--- config.mk ---
export PLATFORM = sky130hd
export DESIGN_NAME = sie_spi_irq
export DESIGN_NICKNAME = d
export VERILOG_FILES = /design/src/common/sie_pkg.sv /design/src/common/sie_evt_if.sv /design/src/hdl/sie_flag_bank.sv /design/src/hdl/sie_spi_irq.sv
export SDC_FILE = /design/constraint.sdc
export NUM_CORES = 1
export LEC_CHECK = 0
export ABC_AREA = 1
export ABC_CLOCK_PERIOD_IN_PS = 1100
export BUFFER_PORTS_ARGS = -buffer_cell sky130_fd_sc_hd__buf_2
export CELL_PAD_IN_SITES_DETAIL_PLACEMENT = 1
export CELL_PAD_IN_SITES_GLOBAL_PLACEMENT = 1
export CORE_MARGIN = 2
export CORE_UTILIZATION = 34
export DETAILED_ROUTE_END_ITERATION = 12
export PLACE_DENSITY = 0.84
export SLEW_MARGIN = 0
export SYNTH_ARGS = -nofsm -noshare
export SYNTH_HDL_FRONTEND = slang
export SYNTH_SLANG_ARGS = --single-unit
--- constraint.sdc ---
create_clock -name clk_i -period 1.1 [get_ports clk_i]
set_input_delay 0.275 -clock clk_i [delete_from_list [all_inputs] [get_ports clk_i]]
set_output_delay 0.275 -clock clk_i [all_outputs]
set_load 0.005 [all_outputs]
--- src/common/sie_pkg.sv ---
// Shared constants for the SPI interrupt status and enable block.
package sie_pkg;
   localparam int unsigned    SIE_ADDR_W          = 7;
   localparam logic [6:0]     SIE_OFS_EVENT_FLAGS = 7'h20;
   localparam logic [6:0]     SIE_OFS_SRC_ENABLES = 7'h28;
   localparam int unsigned    SIE_NUM_BITS        = 14;
   localparam logic [13:0]    SIE_ENABLE_RESET    = 14'h0000;
   localparam logic [13:0]    SIE_FLAGS_RESET     = 14'h0000;
   localparam int unsigned    SIE_BIT_MMODF       = 0;
   localparam int unsigned    SIE_BIT_TMODF       = 1;
   localparam int unsigned    SIE_BIT_TSEL        = 7;
   localparam int unsigned    SIE_BIT_RNE         = 8;
   localparam int unsigned    SIE_BIT_DQ_LO       = 9;
   localparam int unsigned    SIE_BIT_DQ_HI       = 13;
   localparam int unsigned    SIE_RNE_FIFO_DEPTH  = 1;
   localparam logic [17:0]    SIE_RSVD_ZERO       = 18'h0_0000;

   typedef enum logic [1:0] {
      SIE_MODE_STD,
      SIE_MODE_DUAL,
      SIE_MODE_QUAD
   } sie_mode_t;
endpackage

--- src/common/sie_evt_if.sv ---
// Carries per-bit event strobes, toggle strobes and flag values between the register block and the flag bank.
`timescale 1ns/1ps
interface sie_evt_if;
   import sie_pkg::*;
   logic [SIE_NUM_BITS-1:0] set_ev;
   logic [SIE_NUM_BITS-1:0] tog;
   logic [SIE_NUM_BITS-1:0] flags;

   modport ctrl (output set_ev, output tog, input flags);
   modport bank (input set_ev, input tog, output flags);
endinterface

--- src/hdl/sie_flag_bank.sv ---
// Bank of sticky event flags with toggle-on-write access.
`timescale 1ns/1ps
module sie_flag_bank
   import sie_pkg::*;
(
   input  wire logic clk_i,
   input  wire logic rst_b_i,
   sie_evt_if.bank   evt
);
   logic [SIE_NUM_BITS-1:0] flags_q;
   logic [SIE_NUM_BITS-1:0] flags_d;

   // A hardware set wins over a toggle that would clear the flag in the same cycle.
   genvar g;
   generate
      for (g = 0; g < SIE_NUM_BITS; g++) begin : g_bit
         always_comb begin
            if (evt.set_ev[g]) begin
               flags_d[g] = 1'b1;
            end else begin
               flags_d[g] = flags_q[g] ^ evt.tog[g];
            end
         end
      end
   endgenerate

   always_ff @(posedge clk_i or negedge rst_b_i) begin
      if (!rst_b_i) begin
         flags_q <= SIE_FLAGS_RESET;
      end else begin
         flags_q <= flags_d;
      end
   end

   assign evt.flags = flags_q;
endmodule

--- src/hdl/sie_spi_irq.sv ---
// Interrupt status and enable registers of a SPI controller core.
`timescale 1ns/1ps
module sie_spi_irq
   import sie_pkg::*;
#(
   parameter sie_mode_t   SPI_MODE   = SIE_MODE_STD,
   parameter int unsigned FIFO_DEPTH = 16
)(
   input  wire logic                    clk_i,
   input  wire logic                    rst_b_i,
   input  wire logic                    reg_wr_i,
   input  wire logic                    reg_rd_i,
   input  wire logic [SIE_ADDR_W-1:0]   reg_addr_i,
   input  wire logic [31:0]             reg_wdata_i,
   output logic      [31:0]             reg_rdata_o,
   input  wire logic                    master_i,
   input  wire logic                    core_en_i,
   input  wire logic                    sel_active_i,
   input  wire logic [SIE_NUM_BITS-1:0] event_i,
   output logic                         irq_o
);
   sie_evt_if evt ();

   logic [SIE_NUM_BITS-1:0] en_q;
   logic [SIE_NUM_BITS-1:0] en_d;
   logic [31:0]             rdata_q;
   logic [31:0]             rdata_d;
   logic                    sel_q;
   logic                    sel_d;
   logic [SIE_NUM_BITS-1:0] eff_mask;
   logic                    sel_rise;

   // Only the FIFO depths that the core can be built with are accepted.
   generate
      if (FIFO_DEPTH != 0 && FIFO_DEPTH != SIE_RNE_FIFO_DEPTH && FIFO_DEPTH != 16 && FIFO_DEPTH != 256) begin : g_bad_depth
         $error("FIFO_DEPTH must be 0, 1, 16 or 256");
      end
   endgenerate

   sie_flag_bank u_bank (
      .clk_i   (clk_i),
      .rst_b_i (rst_b_i),
      .evt     (evt)
   );

   assign sel_rise = sel_active_i & ~sel_q;

   always_comb begin
      evt.set_ev                = event_i;
      evt.set_ev[SIE_BIT_MMODF] = event_i[SIE_BIT_MMODF] | (sel_rise & master_i);
      evt.set_ev[SIE_BIT_TMODF] = event_i[SIE_BIT_TMODF]
                                | (sel_active_i & ~master_i & ~core_en_i);
   end

   always_comb begin
      evt.tog = '0;
      if (reg_wr_i && reg_addr_i == SIE_OFS_EVENT_FLAGS) begin
         evt.tog = reg_wdata_i[SIE_NUM_BITS-1:0];
      end
   end

   always_comb begin
      en_d = en_q;
      if (reg_wr_i && reg_addr_i == SIE_OFS_SRC_ENABLES) begin
         en_d = reg_wdata_i[SIE_NUM_BITS-1:0];
      end
   end

   always_comb begin
      eff_mask = en_q;
      if (SPI_MODE == SIE_MODE_STD) begin
         eff_mask[SIE_BIT_DQ_HI:SIE_BIT_DQ_LO] = '0;
      end
      if (!(SPI_MODE == SIE_MODE_STD && FIFO_DEPTH == SIE_RNE_FIFO_DEPTH && !master_i)) begin
         eff_mask[SIE_BIT_RNE] = 1'b0;
      end
      if (master_i) begin
         eff_mask[SIE_BIT_TSEL] = 1'b0;
      end
   end

   always_comb begin
      sel_d = sel_active_i;
   end

   always_comb begin
      rdata_d = '0;
      if (reg_rd_i) begin
         case (reg_addr_i)
            SIE_OFS_EVENT_FLAGS: rdata_d = {SIE_RSVD_ZERO, evt.flags};
            SIE_OFS_SRC_ENABLES: rdata_d = {SIE_RSVD_ZERO, en_q};
            default:             rdata_d = '0;
         endcase
      end
   end

   always_ff @(posedge clk_i or negedge rst_b_i) begin
      if (!rst_b_i) begin
         en_q <= SIE_ENABLE_RESET;
      end else begin
         en_q <= en_d;
      end
   end

   always_ff @(posedge clk_i or negedge rst_b_i) begin
      if (!rst_b_i) begin
         rdata_q <= '0;
      end else begin
         rdata_q <= rdata_d;
      end
   end

   // The select tracker resets to the idle level, so a select already active when reset ends is taken as a rise.
   always_ff @(posedge clk_i or negedge rst_b_i) begin
      if (!rst_b_i) begin
         sel_q <= 1'b0;
      end else begin
         sel_q <= sel_d;
      end
   end

   assign reg_rdata_o = rdata_q;
   // Software is expected to poll bit 2 for end of transfer; it is an ordinary flag here.
   assign irq_o = |(evt.flags & eff_mask);
endmodule

* After elaboration in Yosys (flattened, before gate mapping)
Cells that the tools add are included.
Storage, ports and cells: flip-flop bits (word level) 61, bits of input ports 60, output and inout bits 33
Operators by class: equal/unequal tests 2, multiplexer cells 18, bitwise gates (word level) 24, reduce and logical (&&, ||, !) cells 3
Operator list (count):
- two-way mux 32 bit | 1
- one-hot mux 14 bit (2 select lines) | 1
- two-way mux 1 bit | 15
- bitwise AND 14 x 8 -> 14 bit | 1
- equality test 7 x 6 -> 1 bit (second input constant) | 2
- two-way mux 14 bit | 1
- OR reduction 14 bit | 1
- bitwise XOR 1 bit | 14
- bitwise AND 1 bit | 4
- NOT 1 bit | 3
- logical AND 1 bit | 2
- OR 1 bit | 2

* Longest topological paths before layout
depth in word-level cells 5, depth in mapped cells 8, gate-level depth less buffers 7

* Modules after synthesis
Synthesis repeated with hierarchy kept, for this count alone.
Unflattened totals: cell total of the unflattened synthesis 285, area, all modules 2263.4 µm²
By module, submodules not included:
- sie_spi_irq | times used 1, cells each 187, area each 1580.3 µm², seq. area each 725.7 µm²
- sie_flag_bank | times used 1, cells each 98, area each 683.2 µm², seq. area each 350.3 µm²

* Worst setup path before layout
No wires, ideal clock.
path type input -> register, start point input reg_addr_i[6], end point register en_q[10], arrival 983 ps, setup slack -4 ps, stages 7, path buffers 1, path through inv_1 > nand3_1 > inv_2 > nand2_4 > buf_2 > o21ai_1 > nand2_1
On the way: word-level cells in the longest chain between the ends 2
RTL lines:
- start, declared | RTL line sie_spi_irq.sv:13 | input wire logic [SIE_ADDR_W-1:0] reg_addr_i,
- equality test 7 x 6 -> 1 bit | RTL line sie_spi_irq.sv:64 | if (reg_wr_i && reg_addr_i == SIE_OFS_SRC_ENABLES) begin
- logical AND 1 bit | RTL line sie_spi_irq.sv:64
- end signal, assigned | RTL line sie_spi_irq.sv:101 | en_q <= en_d;
- end, declared | RTL line sie_spi_irq.sv:24 | logic [SIE_NUM_BITS-1:0] en_q;
No other way between the ends. A chain may end at the register's enable or synchronous reset.

* Worst setup path in the final report
start point register en_q[5], end point output irq_o
On the way: word-level cells in the longest chain between the ends 2
RTL lines:
- bitwise AND 14 x 8 -> 14 bit | RTL line sie_spi_irq.sv:124 | assign irq_o = |(evt.flags & eff_mask);
- OR reduction 14 bit | RTL line sie_spi_irq.sv:124
- end, declared | RTL line sie_spi_irq.sv:20 | output logic irq_o
No other way between the ends.

==> run summary <==
Worst Setup EP -> irq_o
Yosys cell types -> 24
Worst path required time -> 820 ps
Avg Inst Size Synth -> 8.11 um^2
Die ar. -> 7200 um^2
Vias in the first global route -> 2237
IO Count -> 93
Setup TNS -> -378 ps
Critical Path Start -> en_q[5]
Post-Syn Area -> 2220 um^2
Total wire length -> 6260 um
Reg2reg start -> en_q[1]
Vias per cell -> 4.83
Failing checks -> negative setup slack
First-pass GRT wire length -> 10700 um
H-tree lvl count -> 2
All-Layer GR Usage -> 18.7%
Area of the core -> 6350 um^2
Reg-to-Reg End -> reg_rdata_o[1]
Root Driver -> clkbuf_8
#FFs+latches synth -> 43
Warnings from Yosys -> 0
Critical path class -> register to output pin
Initial antenna violation count -> 0
Final period util -> 134%
Slew Viols, Final -> 0
Worst stage delay on the critical path -> 400 ps
Cell count after synthesis -> 274
Worst Path Max Fanout -> 2
# setup viols final -> 1
Critical Path Start Type -> register
P_leak -> 0.00164 uW
Worst hold path class -> input pin to register
DR WL/cell -> 14.4 um
Run status -> finished, violations left
Final net count -> 416
Min Clock Period, post-route -> 1480 ps
Register area share after synthesis -> 48.4%
Fin area -> 2880 um^2
Clock Latency Late Sink -> 300 ps
Post-DP HPWL -> 4380 um
Worst-path cell chain -> nand2_1 > nand2_2 > a21oi_2 > nand3_1 > buf_2
DIE WIDTH -> 84.9 um
ANT nets after route -> 0
Layout cell share with drive strength beyond 1 -> 32.3%
Number of remaining DRC errors -> 0
Max Cap Viol -> 0
First-pass DRT Iterations -> 4
Peak supply drop -> 0.593 mV
Dpl cell area -> 2700 um^2
M1 GR Usage -> 22.5%
Worst reg-to-reg path cell count -> 4
Pwr dens -> 1140 nW/um^2
Routability cong. -> 0.749
TritonCTS Buffers -> 5
GRT busiest layer -> met2
CP endpoint kind -> output pin
Via count -> 2090
Final Worst Setup Slack -> -378 ps
Initial core utilization -> 35.0%
M2 GR Usage -> 33.8%
Reg-to-reg slack, setup -> 180 ps
Iteration-0 DRC Markers -> 67
Die Y -> 84.9 um
Grt total ovfl -> 0
CTS tree -> yes
ANT cells -> 0
Largest net degree at the start of global routing -> 44
Slowest-stage cell, CP -> dfrtp_1
CTS sink count -> 43
Crit path DAT -> 1200 ps
Fin Clk Skew -> 4.10 ps
Fmax -> 677 MHz
Clk slew on worst S/H paths -> 80 ps
# port buffers -> 56
Rows -> 29
Area Growth Syn to Fin -> 29.3%
Met3 Usage GRT -> 4.28%
Bufs on Longest Clock Path -> 2
Final Hold Fails -> 0
RSZ-0062 raised after global routing -> true
## logic make-up after synthesis
family	count (synthesis)	share of synthesized area, %
AO/OA/AOI/OAI	32	7.26
flip-flops	43	48.4
AND/OR/NAND/NOR	128	28.2
other	1	0.169
buffers and inverters	70	16.0
## layout make-up
class                      count  area, um^2
clock buffer                   6        72.6
clock inverter                 1        30.0
fill                         797        3470
inverter                      39         146
multi-input combinational    178         882
sequential                    43        1080
tap                           77        96.3
timing repair buffer          89         572
## synthesized netlist by cell type, drive strengths merged
cell type  number  area (um^2)
inv            39          146
nor3            1         5.00
o22ai           1         6.26
o21ai          15         75.1
clkbuf          3         11.3
nand4          14         87.6
conb            1         3.75
nor2            8         72.6
nand3          44          220
buf            28          198
nand2          60          235
a21oi          16         80.1
dfrtp          43         1080
or2             1         6.26
## registers in the layout, summed over array words and instances (netlist names)
name and cells:
u_bank.evt.flags 14, reg_rdata_o 14, sel_q 1, en_q 14
## metal layers
| metal | routed length, um | vias to the layer above |
|---|---|---|
| li1 | - | 1008 |
| met1 | 2460 | 1005 |
| met2 | 3390 | 66 |
| met3 | 335 | 11 |
| met4 | 68 | 0 |
| met5 | 0 | - |
## critical path: cells and delay by family (launching register included)
kind,cells,cell delay (ps)
AO/OA/AOI/OAI,1,130
buffers and inverters,1,130
flip-flops,1,400
AND/OR/NAND/NOR,3,240
## stage by stage
| step | utilization (%) | cells | hold slack, ps | power [uW] | setup WS [ps] |
|---|---|---|---|---|---|
| finish | 45.3 | 433 | 94.7 | 3280 | -378 |
| CTS | 44.8 | 431 | 89.7 | 3280 | -378 |
| detailed placement | 42.5 | 420 | 278 | 2060 | -209 |
| global placement | 42.5 | 420 | 271 | 2040 | -152 |
| global route | 45.3 | 433 | 85.9 | 3420 | -456 |
| floorplan | - | 291 | -20.6 | 1880 | 14.3 |
## report_power, final
group	switching (uW)	internal, uW	leakage (uW)	total, uW
Sequential	31.4	1630	0.000505	1660
Combinational	238	169	0.00108	407
Clock	546	666	0.0000513	1210
## repair_timing
action	in CTS	in global routing
resized for setup	6	7
pin swaps	2	4
hold buffers	1	0
endpoints found under the setup margin	1	4
setup buffers	3	2
endpoints found under the hold margin	43	0
## worst min-delay path by stage
stage | start | to | slack [ps] | cells past startpoint
after floorplan | rst_b_i | en_q[0] | -20 | 0
after global placement | rst_b_i | reg_rdata_o[0] | 270 | 2
after detailed placement | rst_b_i | reg_rdata_o[13] | 280 | 2
after CTS | sel_active_i | sel_q | 90 | 1
after global routing | sel_active_i | sel_q | 90 | 1
final | sel_active_i | sel_q | 90 | 1
## layout by cell type (no fill, tap or decap), types with 2 or more instances in the layout
cell type / count
nand3_1: 43
a21oi_1: 15
o21ai_1: 10
nand4_1: 14
nor2_8: 2
nor2_1: 3
inv_2: 7
buf_2: 56
nand2_1: 56
dfrtp_1: 43
buf_12: 3
buf_4: 28
inv_1: 32
nor2_2: 2
nand2_2: 3
o21ai_0: 4
conb_1: 18
clkbuf_8: 5
(Power assumes the default switching activity.)
